==> src/rtl/mas_pkg.sv <==
// shared constants and types of the multiply-add slice
package mas_pkg;
  // ***************************************************
  // widths
  // ***************************************************
  localparam int AW = 25;
  localparam int BW = 18;
  localparam int MW = AW + BW;
  localparam int PW = 48;
  localparam int SECW = 12;
  localparam int NSEC = 4;
  localparam int CWW = 15;
  localparam int OPW = 7;
  localparam int ALW = 4;
  localparam int CSW = 3;
  // ***************************************************
  // consolidated control word fields
  // ***************************************************
  localparam int OPM_LSB = 0;
  localparam int ALU_LSB = 7;
  localparam int CIN_BIT = 11;
  localparam int CSEL_LSB = 12;
  // ***************************************************
  // operation mode fields and operand selects
  // ***************************************************
  localparam int X_LSB = 0;
  localparam int Y_LSB = 2;
  localparam int Z_LSB = 4;
  localparam logic [1:0] X_MULT = 2'h1;
  localparam logic [1:0] X_P = 2'h2;
  localparam logic [1:0] X_AB = 2'h3;
  localparam logic [1:0] Y_ONES = 2'h2;
  localparam logic [1:0] Y_C = 2'h3;
  localparam logic [2:0] Z_PCIN = 3'h1;
  localparam logic [2:0] Z_P = 3'h2;
  localparam logic [2:0] Z_C = 3'h3;
  localparam logic [2:0] Z_PCIN_SH = 3'h5;
  localparam logic [2:0] Z_P_SH = 3'h6;
  localparam int CASC_SHIFT = 17;
  // arithmetic and logic modes
  localparam logic [3:0] ALU_SUB = 4'h3;
  localparam logic [3:0] ALU_XOR = 4'h4;
  localparam logic [3:0] ALU_AND = 4'hC;
  localparam logic [3:0] ALU_OR = 4'hE;
  // carry-in selects
  localparam logic [2:0] CS_NOT_P = 3'h1;
  localparam logic [2:0] CS_CASC = 3'h2;
  localparam logic [2:0] CS_MSIGN = 3'h3;
  localparam int RND1_SH = 1;
  localparam int RND2_SH = 2;
  typedef enum logic [1:0] {MAS_ONE48, MAS_TWO24, MAS_FOUR12} mas_split_t;
  typedef enum logic [1:0] {MAS_MASK_CFG, MAS_MASK_RND1, MAS_MASK_RND2} mas_rnd_t;
endpackage : mas_pkg

==> src/rtl/mas_slice.sv <==
// multiply-add slice with pattern detector and cascade ports
`timescale 1ns/1ns
`default_nettype none
module mas_slice
  import mas_pkg::*;
(
  input wire logic ref_clk_i,
  input wire logic nrst_i,
  input wire logic [AW-1:0] a_i,
  input wire logic [AW-1:0] acin_i,
  input wire logic [BW-1:0] b_i,
  input wire logic [BW-1:0] bcin_i,
  input wire logic [PW-1:0] c_i,
  input wire logic [PW-1:0] pcin_i,
  input wire logic carrycascin_i,
  input wire logic multsigncascin_i,
  input wire logic [OPW-1:0] opmode_i,
  input wire logic [ALW-1:0] alumode_i,
  input wire logic carryin_i,
  input wire logic [CSW-1:0] carryinsel_i,
  input wire logic [CWW-1:0] ctrl_word_i,
  input wire logic ctrl_word_sel_i,
  input wire logic acin_sel_i,
  input wire logic bcin_sel_i,
  input wire logic has_c_i,
  input wire mas_split_t split_i,
  input wire logic pat_from_c_i,
  input wire logic mask_from_c_i,
  input wire mas_rnd_t rnd_sel_i,
  input wire logic [PW-1:0] pattern_cfg_i,
  input wire logic [PW-1:0] mask_cfg_i,
  input wire logic autoreset_i,
  input wire logic use_a_reg_i,
  input wire logic use_b_reg_i,
  input wire logic use_c_reg_i,
  input wire logic use_m_reg_i,
  input wire logic use_opm_reg_i,
  input wire logic use_alu_reg_i,
  input wire logic use_cin_reg_i,
  input wire logic use_csel_reg_i,
  input wire logic rst_a_i,
  input wire logic rst_b_i,
  input wire logic rst_c_i,
  input wire logic rst_m_i,
  input wire logic rst_p_i,
  input wire logic rst_cin_i,
  input wire logic rst_alu_i,
  input wire logic rst_ctrl_i,
  input wire logic ce_a_i,
  input wire logic ce_b_i,
  input wire logic ce_c_i,
  input wire logic ce_m_i,
  input wire logic ce_p_i,
  input wire logic ce_cin_i,
  input wire logic ce_alu_i,
  input wire logic ce_ctrl_i,
  input wire logic grst_on_i,
  input wire logic rst_i,
  input wire logic gen_on_i,
  input wire logic en_i,
  output logic [PW-1:0] p_o,
  output logic [PW-1:0] pcout_o,
  output logic [AW-1:0] acout_o,
  output logic [BW-1:0] bcout_o,
  output logic [NSEC-1:0] carryout_o,
  output logic carrycascout_o,
  output logic multsigncascout_o,
  output logic pattern_o,
  output logic patternb_o,
  output logic overflow_o,
  output logic underflow_o
);
  // ***************************************************
  // stage reset and enable steering
  // ***************************************************
  function automatic logic eff_rst(input logic r, input logic gon, input logic g);
    return r | (gon & g);
  endfunction : eff_rst

  function automatic logic eff_ce(input logic c, input logic gon, input logic g);
    return gon ? g : c;
  endfunction : eff_ce

  // split points break the carry chain between 12-bit sections
  function automatic logic brk_at(input mas_split_t s, input int k);
    return (s == MAS_FOUR12) || ((s == MAS_TWO24) && (k == NSEC / 2));
  endfunction : brk_at

  logic p_rst;
  logic p_ce;
  logic [AW-1:0] a_op;
  logic [BW-1:0] b_op;
  logic [PW-1:0] c_raw;
  logic [PW-1:0] c_op;
  logic signed [MW-1:0] m_raw;
  logic [MW-1:0] m_op;
  logic [OPW-1:0] opm_raw;
  logic [OPW-1:0] opm;
  logic [ALW-1:0] alu_raw;
  logic [ALW-1:0] alu_op;
  logic cin_raw;
  logic cin_op;
  logic [CSW-1:0] csel_raw;
  logic [CSW-1:0] csel;
  logic [PW-1:0] m_ext;
  logic [PW-1:0] x_val;
  logic [PW-1:0] y_val;
  logic [PW-1:0] z_val;
  logic cin_val;
  logic [PW-1:0] s_xy;
  logic [PW-1:0] z_in;
  logic [PW-1:0] r_sum;
  logic [NSEC-1:0] co;
  logic [NSEC-1:0] ci;
  logic [PW-1:0] alu;
  logic [NSEC-1:0] next_carry;
  logic [PW-1:0] pat;
  logic [PW-1:0] mask;
  logic match;
  logic matchb;
  logic [PW-1:0] p;

  assign p_rst = eff_rst(rst_p_i, grst_on_i, rst_i);
  assign p_ce = eff_ce(ce_p_i, gen_on_i, en_i);

  // ***************************************************
  // operand and control stages
  // ***************************************************
  // cascade inputs only ever come from a twin slice, so no retiming here
  mas_preg #(.W(AW)) u_a (.ref_clk_i(ref_clk_i), .nrst_i(nrst_i),
    .rst_i(eff_rst(rst_a_i, grst_on_i, rst_i)), .ce_i(eff_ce(ce_a_i, gen_on_i, en_i)),
    .use_i(use_a_reg_i), .d_i(acin_sel_i ? acin_i : a_i), .q_o(acout_o), .y_o(a_op));
  mas_preg #(.W(BW)) u_b (.ref_clk_i(ref_clk_i), .nrst_i(nrst_i),
    .rst_i(eff_rst(rst_b_i, grst_on_i, rst_i)), .ce_i(eff_ce(ce_b_i, gen_on_i, en_i)),
    .use_i(use_b_reg_i), .d_i(bcin_sel_i ? bcin_i : b_i), .q_o(bcout_o), .y_o(b_op));

  // an absent C port reads as zero
  assign c_raw = has_c_i ? c_i : '0;
  mas_preg #(.W(PW)) u_c (.ref_clk_i(ref_clk_i), .nrst_i(nrst_i),
    .rst_i(eff_rst(rst_c_i, grst_on_i, rst_i)), .ce_i(eff_ce(ce_c_i, gen_on_i, en_i)),
    .use_i(use_c_reg_i), .d_i(c_raw), .q_o(), .y_o(c_op));

  // signed product, optionally registered
  assign m_raw = $signed(a_op) * $signed(b_op);
  mas_preg #(.W(MW)) u_m (.ref_clk_i(ref_clk_i), .nrst_i(nrst_i),
    .rst_i(eff_rst(rst_m_i, grst_on_i, rst_i)), .ce_i(eff_ce(ce_m_i, gen_on_i, en_i)),
    .use_i(use_m_reg_i), .d_i(m_raw), .q_o(), .y_o(m_op));

  // control fields from the packed word or from separate ports
  assign opm_raw = ctrl_word_sel_i ? ctrl_word_i[OPM_LSB +: OPW] : opmode_i;
  assign alu_raw = ctrl_word_sel_i ? ctrl_word_i[ALU_LSB +: ALW] : alumode_i;
  assign cin_raw = ctrl_word_sel_i ? ctrl_word_i[CIN_BIT] : carryin_i;
  assign csel_raw = ctrl_word_sel_i ? ctrl_word_i[CSEL_LSB +: CSW] : carryinsel_i;

  // operation and carry-select share the control reset and enable
  mas_preg #(.W(OPW)) u_opm (.ref_clk_i(ref_clk_i), .nrst_i(nrst_i),
    .rst_i(eff_rst(rst_ctrl_i, grst_on_i, rst_i)), .ce_i(eff_ce(ce_ctrl_i, gen_on_i, en_i)),
    .use_i(use_opm_reg_i), .d_i(opm_raw), .q_o(), .y_o(opm));
  mas_preg #(.W(CSW)) u_csel (.ref_clk_i(ref_clk_i), .nrst_i(nrst_i),
    .rst_i(eff_rst(rst_ctrl_i, grst_on_i, rst_i)), .ce_i(eff_ce(ce_ctrl_i, gen_on_i, en_i)),
    .use_i(use_csel_reg_i), .d_i(csel_raw), .q_o(), .y_o(csel));
  mas_preg #(.W(ALW)) u_alu (.ref_clk_i(ref_clk_i), .nrst_i(nrst_i),
    .rst_i(eff_rst(rst_alu_i, grst_on_i, rst_i)), .ce_i(eff_ce(ce_alu_i, gen_on_i, en_i)),
    .use_i(use_alu_reg_i), .d_i(alu_raw), .q_o(), .y_o(alu_op));
  mas_preg #(.W(1)) u_cin (.ref_clk_i(ref_clk_i), .nrst_i(nrst_i),
    .rst_i(eff_rst(rst_cin_i, grst_on_i, rst_i)), .ce_i(eff_ce(ce_cin_i, gen_on_i, en_i)),
    .use_i(use_cin_reg_i), .d_i(cin_raw), .q_o(), .y_o(cin_op));

  // ***************************************************
  // operand multiplexers
  // ***************************************************
  assign m_ext = {{(PW - MW){m_op[MW-1]}}, m_op};

  // selects change every cycle, so operation is chosen at run time
  always_comb begin
    case (opm[X_LSB +: 2])
      X_MULT: x_val = m_ext;
      X_P: x_val = p;
      X_AB: x_val = {{(PW - MW){a_op[AW-1]}}, a_op, b_op};
      default: x_val = '0;
    endcase
    case (opm[Y_LSB +: 2])
      Y_ONES: y_val = '1;
      Y_C: y_val = c_op;
      default: y_val = '0;
    endcase
    case (opm[Z_LSB +: 3])
      Z_PCIN: z_val = pcin_i;
      Z_P: z_val = p;
      Z_C: z_val = c_op;
      Z_PCIN_SH: z_val = $signed(pcin_i) >>> CASC_SHIFT;
      Z_P_SH: z_val = $signed(p) >>> CASC_SHIFT;
      default: z_val = '0;
    endcase
    case (csel)
      CS_NOT_P: cin_val = ~p[PW-1];
      CS_CASC: cin_val = carrycascin_i;
      CS_MSIGN: cin_val = multsigncascin_i;
      default: cin_val = cin_op;
    endcase
  end

  // ***************************************************
  // sectioned adder
  // ***************************************************
  // subtract as ~(~z + w): same adder serves both, split sections stay exact
  assign s_xy = x_val + y_val;
  assign z_in = (alu_op == ALU_SUB) ? ~z_val : z_val;

  for (genvar k = 0; k < NSEC; k++) begin : g_sec
    if (k == 0) begin : g_first
      assign ci[k] = cin_val;
    end else begin : g_next
      assign ci[k] = brk_at(split_i, k) ? 1'b0 : co[k-1];
    end
    assign {co[k], r_sum[k*SECW +: SECW]} = {1'b0, z_in[k*SECW +: SECW]}
      + {1'b0, s_xy[k*SECW +: SECW]} + {{SECW{1'b0}}, ci[k]};
  end

  always_comb begin
    case (alu_op)
      ALU_SUB: alu = ~r_sum;
      ALU_XOR: alu = x_val ^ z_val;
      ALU_AND: alu = x_val & z_val;
      ALU_OR: alu = x_val | z_val;
      default: alu = r_sum;
    endcase
  end

  // carry-out bits grouped by split mode, upper bits unused read zero
  always_comb begin
    case (split_i)
      MAS_TWO24: next_carry = {2'h0, co[NSEC-1], co[NSEC/2-1]};
      MAS_FOUR12: next_carry = co;
      default: next_carry = {3'h0, co[NSEC-1]};
    endcase
  end

  // ***************************************************
  // pattern detector
  // ***************************************************
  assign pat = pat_from_c_i ? c_op : pattern_cfg_i;

  // rounding masks track C, so rounding position follows the data
  always_comb begin
    case (rnd_sel_i)
      MAS_MASK_RND1: mask = ~c_op << RND1_SH;
      MAS_MASK_RND2: mask = ~c_op << RND2_SH;
      default: mask = mask_from_c_i ? c_op : mask_cfg_i;
    endcase
  end

  // a set mask bit forces its compare term true, i.e. ignored
  assign match = &((alu ~^ pat) | mask);
  assign matchb = &((alu ~^ ~pat) | mask);

  // ***************************************************
  // output register and flags
  // ***************************************************
  // reset-on-match acts even while the enable is low, as a flush
  always_ff @(posedge ref_clk_i or negedge nrst_i) begin
    if (!nrst_i) begin
      p <= '0;
    end else if (p_rst) begin
      p <= '0;
    end else if (autoreset_i && pattern_o) begin
      p <= '0;
    end else if (p_ce) begin
      p <= alu;
    end
  end

  // flags share the p reset and enable; a clear on match resets p only
  always_ff @(posedge ref_clk_i or negedge nrst_i) begin
    if (!nrst_i) begin
      pattern_o <= 1'b0;
      patternb_o <= 1'b0;
      overflow_o <= 1'b0;
      underflow_o <= 1'b0;
      carryout_o <= '0;
      carrycascout_o <= 1'b0;
      multsigncascout_o <= 1'b0;
    end else if (p_rst) begin
      pattern_o <= 1'b0;
      patternb_o <= 1'b0;
      overflow_o <= 1'b0;
      underflow_o <= 1'b0;
      carryout_o <= '0;
      carrycascout_o <= 1'b0;
      multsigncascout_o <= 1'b0;
    end else if (p_ce) begin
      pattern_o <= match;
      patternb_o <= matchb;
      overflow_o <= pattern_o & ~match & ~matchb;
      underflow_o <= patternb_o & ~match & ~matchb;
      carryout_o <= next_carry;
      carrycascout_o <= co[NSEC-1];
      multsigncascout_o <= m_op[MW-1];
    end
  end

  assign p_o = p;
  assign pcout_o = p;
endmodule : mas_slice
`default_nettype wire

==> src/rtl/mas_preg.sv <==
// optional pipeline register with synchronous clear and bypass
`timescale 1ns/1ns
`default_nettype none
module mas_preg #(parameter int W = 1) (
  input wire logic ref_clk_i,
  input wire logic nrst_i,
  input wire logic rst_i,
  input wire logic ce_i,
  input wire logic use_i,
  input wire logic [W-1:0] d_i,
  output logic [W-1:0] q_o,
  output logic [W-1:0] y_o
);
  // clear beats enable so a held stage can still be flushed
  always_ff @(posedge ref_clk_i or negedge nrst_i) begin
    if (!nrst_i) begin
      q_o <= '0;
    end else if (rst_i) begin
      q_o <= '0;
    end else if (ce_i) begin
      q_o <= d_i;
    end
  end
  // bypass when the stage is not configured in
  assign y_o = use_i ? q_o : d_i;
endmodule : mas_preg
`default_nettype wire

==> config.mk <==
export PLATFORM = sky130hd
export DESIGN_NAME = mas_slice
export DESIGN_NICKNAME = d
export VERILOG_FILES = /design/src/rtl/mas_pkg.sv /design/src/rtl/mas_slice.sv /design/src/rtl/mas_preg.sv
export SDC_FILE = /design/constraint.sdc
export NUM_CORES = 2
export LEC_CHECK = 0
export BUFFER_PORTS_ARGS = -buffer_cell sky130_fd_sc_hd__buf_2
export CAP_MARGIN = 0
export CORE_UTILIZATION = 30
export CTS_BUF_LIST = sky130_fd_sc_hd__clkbuf_4
export DETAILED_ROUTE_END_ITERATION = 8
export GPL_TIMING_DRIVEN = 0
export PLACE_DENSITY_LB_ADDON = 0.3
export SKIP_LAST_GASP = 1
export SLEW_MARGIN = 10
export SYNTH_ARGS = -nofsm -noshare
export SYNTH_HDL_FRONTEND = slang
export SYNTH_SLANG_ARGS = --single-unit
export TNS_END_PERCENT = 5
==> constraint.sdc <==
create_clock -name ref_clk_i -period 15.4 [get_ports ref_clk_i]
set_input_delay 3.08 -clock ref_clk_i [delete_from_list [all_inputs] [get_ports ref_clk_i]]
set_output_delay 3.08 -clock ref_clk_i [all_outputs]
set_load 0.02 [all_outputs]
# Word-level counts from Yosys, hierarchy flattened
# Index checks and enable logic that the tools add are counted.
[totals]
in_bits = 351
ramBits = 0
output_inout_bits = 149
word_cells = 156
mem_bits_ro = 0
reg_bits = 207
memories = 0
latchBits = 0
[op_classes]
div_mod_pow = 0
n_mux = 69
n_mul = 1
bitwise_logic = 27
magnitude_cmp = 0
shift = 0
n_eq_ne = 21
reduce_logical = 13
add_sub_neg = 9
[ops]
columns = ["operator", "count"]
rows = [
  ["48-bit 2-to-1 mux", 10],
  ["48-bit one-hot mux with 5 select lines", 1],
  ["48-bit one-hot mux with 2 select lines", 2],
  ["48-bit one-hot mux with 4 select lines", 1],
  ["48-bit inverter", 3],
  ["48-bit OR", 3],
  ["48-bit one-hot mux with 3 select lines", 1],
  ["43-bit 2-to-1 mux", 3],
  ["25-bit 2-to-1 mux", 4],
  ["48-bit AND reduction", 2],
  ["48-bit XNOR", 2],
  ["18-bit 2-to-1 mux", 4],
  ["12-bit by 12-bit adder with 13-bit output", 4],
  ["13-bit by 1-bit adder with 13-bit output", 4],
  ["48-bit adder", 1],
  ["48-bit bitwise AND", 1],
  ["48-bit bitwise XOR", 1],
  ["47-bit inverter", 1],
  ["25-bit by 18-bit multiplier with 43-bit output", 1],
  ["7-bit 2-to-1 mux", 4],
  ["1-bit 2-to-1 mux", 27],
  ["4-bit 2-to-1 mux", 6],
  ["2-bit nonzero test", 8],
  ["2-bit equality test (second input constant)", 6],
  ["other kinds (16)", 40],
]

# Longest topological paths before layout
[logic_depth]
word_depth = 24
ltp_mapped = 70
ltp_nobuf = 67

# By module
# A second synthesis with hierarchy kept.
[unflattened]
cells_unflattened = 5021
area_unflattened_um2 = 43790.7
[modules_own_cells]
columns = ["module", "area_each_um2", "cells_per_inst", "n_inst"]
rows = [
  ["mas_slice", 35429.0, 4376, 1],
  ["mas_preg (u_c)", 2628.8, 208, 1],
  ["mas_preg (u_m)", 2484.9, 187, 1],
  ["mas_preg (u_a)", 1431.4, 109, 1],
  ["mas_preg (u_b)", 1006.0, 78, 1],
  ["mas_preg (u_opm)", 395.4, 30, 1],
  ["mas_preg (u_alu)", 211.5, 17, 1],
  ["mas_preg (u_csel)", 150.1, 12, 1],
  ["mas_preg (u_cin)", 53.8, 4, 1],
]

# Least setup slack after synthesis
# OpenSTA, ideal clock, no wires.
[synth_timing]
path_type = "input -> register"
startpoint = "input port use_a_reg_i"
endpoint = "register overflow_o"
setup_slack_ns = -2.256
setup_time_ns = 0.125
cell_stages = 68
n_path_buf = 4
arrival_time_ns = 17.531
t_required_ns = 15.275
path_cell_list = "clkbuf_1 > buf_1 > clkbuf_1 > mux2i_1 > clkbuf_1 > nor2_1 > fa_1 > fa_1 > ha_1 > ha_1 > ha_1 > inv_1 > fa_1 > inv_1 > ha_1 > fa_1 > xnor2_1 > o21ai_0 > [... 32 more ...] > o21ai_0 > nand2b_1 > a21oi_1 > or2_2 > fa_1 > fa_1 > nor2b_1 > o31a_1 > o21ai_0 > a32o_1 > a21oi_1 > mux2i_1 > nand2_1 > xnor2_1 > a22o_1 > a2111oi_0 > and4b_1 > o31ai_1"
[synth_between]
elab_chain_len = 23
word_cells_on_any_way = 33
[synth_lines]
columns = ["item", "line", "source"]
rows = [
  ["from (decl)", "mas_slice.sv:33", "input wire logic use_a_reg_i,"],
  ["25-bit 2-to-1 mux *", "mas_preg.sv:25", "assign y_o = use_i ? q_o : d_i;"],
  ["25-bit by 18-bit multiplier with 43-bit output", "mas_slice.sv:144", "assign m_raw = $signed(a_op) * $signed(b_op);"],
  ["43-bit 2-to-1 mux", "mas_preg.sv:25", ""],
  ["48-bit one-hot mux with 3 select lines *", "mas_slice.sv:176", "case (opm[X_LSB +: 2])"],
  ["48-bit adder", "mas_slice.sv:207", "assign s_xy = x_val + y_val;"],
  ["12-bit by 12-bit adder with 13-bit output", "mas_slice.sv:217", "+ {1'b0, s_xy[k*SECW +: SECW]} + {{SECW{1'b0}}, ci[k]};"],
  ["13-bit by 1-bit adder with 13-bit output", "mas_slice.sv:217", ""],
  ["1-bit 2-to-1 mux", "mas_slice.sv:214", "assign ci[k] = brk_at(split_i, k) ? 1'b0 : co[k-1];"],
  ["[... 7 more ...]", "--", ""],
  ["48-bit XNOR", "mas_slice.sv:254", "assign match = &((alu ~^ pat) | mask);"],
  ["48-bit OR", "mas_slice.sv:254", ""],
  ["48-bit AND reduction", "mas_slice.sv:254", ""],
  ["1-bit inverter", "mas_slice.sv:294", "overflow_o <= pattern_o & ~match & ~matchb;"],
  ["1-bit bitwise AND", "mas_slice.sv:294", ""],
  ["1-bit bitwise AND *", "mas_slice.sv:294", ""],
  ["1-bit 2-to-1 mux *", "mas_slice.sv:291", "end else if (p_ce) begin"],
  ["1-bit 2-to-1 mux *", "mas_slice.sv:283", "end else if (p_rst) begin"],
  ["to (signal assigned)", "mas_slice.sv:294", ""],
  ["to (decl)", "mas_slice.sv:70", "output logic overflow_o,"],
]
# Mark *: on every way between the ends. The rest lies on a longest branch, timed or not. The select of a mux whose other input is x is not followed.
# A chain may end at the register's enable or synchronous reset.

# Worst setup path after layout
[layout_timing]
startpoint = "input port bcin_sel_i"
endpoint = "register underflow_o"
[layout_between]
elab_chain_len = 24
word_cells_on_any_way = 34
[layout_lines]
columns = ["item", "line", "source"]
rows = [
  ["from (decl)", "mas_slice.sv:24", "input wire logic bcin_sel_i,"],
  ["18-bit 2-to-1 mux *", "mas_slice.sv:135", ".use_i(use_b_reg_i), .d_i(bcin_sel_i ? bcin_i : b_i), .q_o(bcout_o), .y_o(b_op));"],
  ["18-bit 2-to-1 mux *", "mas_preg.sv:25", ""],
  ["25-bit by 18-bit multiplier with 43-bit output", "mas_slice.sv:144", ""],
  ["43-bit 2-to-1 mux", "mas_preg.sv:25", ""],
  ["48-bit one-hot mux with 3 select lines *", "mas_slice.sv:176", ""],
  ["48-bit adder", "mas_slice.sv:207", ""],
  ["12-bit by 12-bit adder with 13-bit output", "mas_slice.sv:217", ""],
  ["13-bit by 1-bit adder with 13-bit output", "mas_slice.sv:217", ""],
  ["[... 8 more ...]", "--", ""],
  ["48-bit XNOR", "mas_slice.sv:254", ""],
  ["48-bit OR", "mas_slice.sv:254", ""],
  ["48-bit AND reduction", "mas_slice.sv:254", ""],
  ["1-bit inverter", "mas_slice.sv:295", "underflow_o <= patternb_o & ~match & ~matchb;"],
  ["1-bit bitwise AND", "mas_slice.sv:295", ""],
  ["1-bit bitwise AND *", "mas_slice.sv:295", ""],
  ["1-bit 2-to-1 mux *", "mas_slice.sv:291", ""],
  ["1-bit 2-to-1 mux *", "mas_slice.sv:283", ""],
  ["to (signal assigned)", "mas_slice.sv:295", ""],
  ["to (decl)", "mas_slice.sv:71", "output logic underflow_o"],
]
# Marks and branches as above.

==> reports/metrics.yaml <==
cts-root-buf: "clkbuf_4"
setup_ws_ns: -1.90
vias: 43200
vias_per_cell: 5.68
crit_top_cell: "fa_2"
clockBufferDepth: 3
antenna_left: 0
drc: 0
place_ws_ns: -5.05
synth_top_area_share: 0.219
powerDensity_nw_per_um2: 208
syn_area_sq_um: 41100
wl_microns: 222000
cts.clk_slew.worst_paths_ns: 0.07
hold_depth: 2
drt_pass1_iterations: 8
violations: "negative setup slack"
initial_utilization: 0.303
first_global_vias: 42500
r2r_start: "u_b.q_o[4]"
swShare: 0.592
io_pins: 500
path_class: "input port to flop"
grt-ovfl-total: 0
finalClockSkew_ns: 0.0723
power_frac_seq: 0.083
synthDistinctLibCells: 92
placed_area_sq_um: 46800
synth_nets: 6200
gp_congestion: 1.05
rsz0062_at_grt: "true"
status: "finished, violations left"
holdCritPathClass: "flop to flop"
r2r_end: "underflow_o"
ctsHoldBuffers: 0
tightest_slew_ns: 1.49
layout_worst_path_cycle_share: 1.12
worst-path-max-fanout: 10
clk_latency_ns: 0.98
p_int_w: 0.00418
drive_gt1_frac: 0.198
antenna_found_initial: 23
clkSinkCount: 207
die_w_microns: 372
design_area_sq_um: 49200
syn_to_final_growth_pct: 19.9
clkPwrFrac: 0.059
finalHoldViolCount: 0
fill_cells: 14400
yosys_warnings: 0
cp.arrival_ns: 18.10
combPwrFrac: 0.858
wl_per_cell_microns: 29.2
max_freq_ghz: 0.0578
async_flop_share: 1.00
critPathCaptureType: "flop"
synth_area_leader_cell: "fa_1"
synth_edf_count: 0
track_usage: 0.316
cts_inserted_buffers: 66
grt_pass1_wl_microns: 311000
die_area_sq_um: 138000
power_leakage_nw: 23.2
cpMaxStageDelayCell: "a222oi_1"
die_y_microns: 372
final-seq-area_sq_um: 5180
synth.ff_latch_count: 207
min_to: "u_m.q_o[31]"
ys_seq_area_frac: 0.126
synth_area_leaders: "fa_1 22%, dfrtp_1 13%, ha_1 9.1%"
p_sw_w: 0.00605
slowest_delay_ns: 0.59
irDropWorstVdd_mv: 0.173
utilization: 0.363
fin_total_pwr_w: 0.0102
hold_slack_ns: 0.483
grt_max_degree: 77
ys.flop_type: "dfrtp_1"
cp.required_ns: 16.20
setup_viol_count_final: 17
final_common_cell: "nand2_1"
final_nets: 6866
rrSetupSlack_ns: 0.37
fp.coreArea_sq_um: 136000
multi_input_area_sq_um: 33300
rows: 135
io_buffers: 490
cts_tree: "yes"
cap_violations: 0
r2r_cells: 63
critPathLaunchType: "input port"
syn_avg_cell_area_sq_um: 8.05
cts_htree_levels: 3
slew_violations: 0
final_cell_mix: "622 x nand2_1, 599 x inv_1, 510 x buf_2"
relSlewSlack: 0.00386
dr.first_iter.drc_count: 4599
synth_cells: 5101
period_needed_ns: 17.30
worstHoldStart: "u_m.q_o[31]"
dpl.hpwl_microns: 185000
[area by class of cell]
cell class | instances | share of cell area
Multi-Input combinational cell | 3956 | 0.677
Buffer | 334 | 0.0382
Tap cell | 1781 | 0.0453
Timing Repair Buffer | 600 | 0.0720
Inverter | 602 | 0.0459
Sequential cell | 207 | 0.105
Clock inverter | 20 | 0.00272
Clock buffer | 87 | 0.0133
Antenna cell | 14 | 0.000711
[how the worst max path moves through the flow]
stage,cells past startpoint,from,endpoint
detailed placement,62,acin_sel_i,underflow_o
global placement,60,bcin_sel_i,underflow_o
CTS,68,acin_sel_i,underflow_o
finish,68,bcin_sel_i,underflow_o
floorplan,67,acin_sel_i,overflow_o
global route,68,bcin_sel_i,pattern_o
[critical path: cells and delay by family]
kind,cells,cell delay [ns]
AOI/OAI and AO/OA,26,6.16
xor gates and xnor gates,3,0.58
adders and majority gates,16,4.91
buffers and inverters,6,0.60
muxes,2,0.57
and+or+nand+nor,15,2.16
[flip-flops by register name (all words and copies together), names as in the netlist]
signal and cells:
u_opm.q_o 7, u_a.q_o 25, u_m.q_o 43, carryout_o 4
u_b.q_o 18, u_cin.q_o 1, u_alu.q_o 4, u_c.q_o 48
underflow_o 1, multsigncascout_o 1, carrycascout_o 1, u_csel.q_o 3
overflow_o 1, pattern_o 1, p_o 48, patternb_o 1
[cells in the mapped netlist (31+ instances only)]
cell type and number:
mux2_2 103, o21a_1 32, xor2_1 51, nor2b_1 33, o22ai_1 37, a221oi_1 65, mux2i_1 168, nand2b_1 60
buf_4 54, xnor2_1 155, a21oi_1 408, a21o_1 111, clkbuf_1 219, o211ai_1 31, dfrtp_1 207, inv_1 601
ha_1 298, fa_1 450, o21ai_0 262, buf_1 42, nand2_1 624, nor2_1 463, nand3_1 79, a22oi_1 72
a22o_1 73
[stage by stage]
| stage | std cells | setup TNS (ns) |
|---|---|---|
| CTS | 7572 | -10.43 |
| global route | 7594 | -17.61 |
| global placement | 7372 | -98.23 |
| finish | 7601 | -12.07 |
| floorplan | 5101 | -1.64 |
| detailed placement | 7403 | -90.93 |
[kinds of logic after synthesis]
group,after synthesis,synth area share
adders and majority gates,748,0.310
DFF,207,0.126
muxes,276,0.0709
buffers and inverters,938,0.0917
and+or+nand+nor,1419,0.150
AOI/OAI and AO/OA,1307,0.207
xor gates and xnor gates,206,0.0439
[layer usage]
layer	vias up	wire, microns	global-route usage
li1	18600	-	-
met1	21400	85700	0.386
met2	2458	95800	0.489
met3	711	21700	0.0735
met4	24	18800	0.223
met5	-	175	0
[power by group through the flow]
stage	clock network [W]	registers [W]	logic (W)
floorplan	0	0.000749	0.00551
global placement	0	0.000840	0.00814
detailed placement	0	0.000843	0.00822
CTS	0.000610	0.000834	0.00845
global route	0.000641	0.000842	0.00943
finish	0.000603	0.000851	0.00878
[what timing repair did]
item / in CTS / in global routing
setup endpoints to repair: 32 / 20
resized for setup: 162 / 67
pin swaps: 31 / 40
setup buffers: 63 / 16
gates cloned: 0 / 0
No activity file was read; power rests on OpenSTA's default activity.
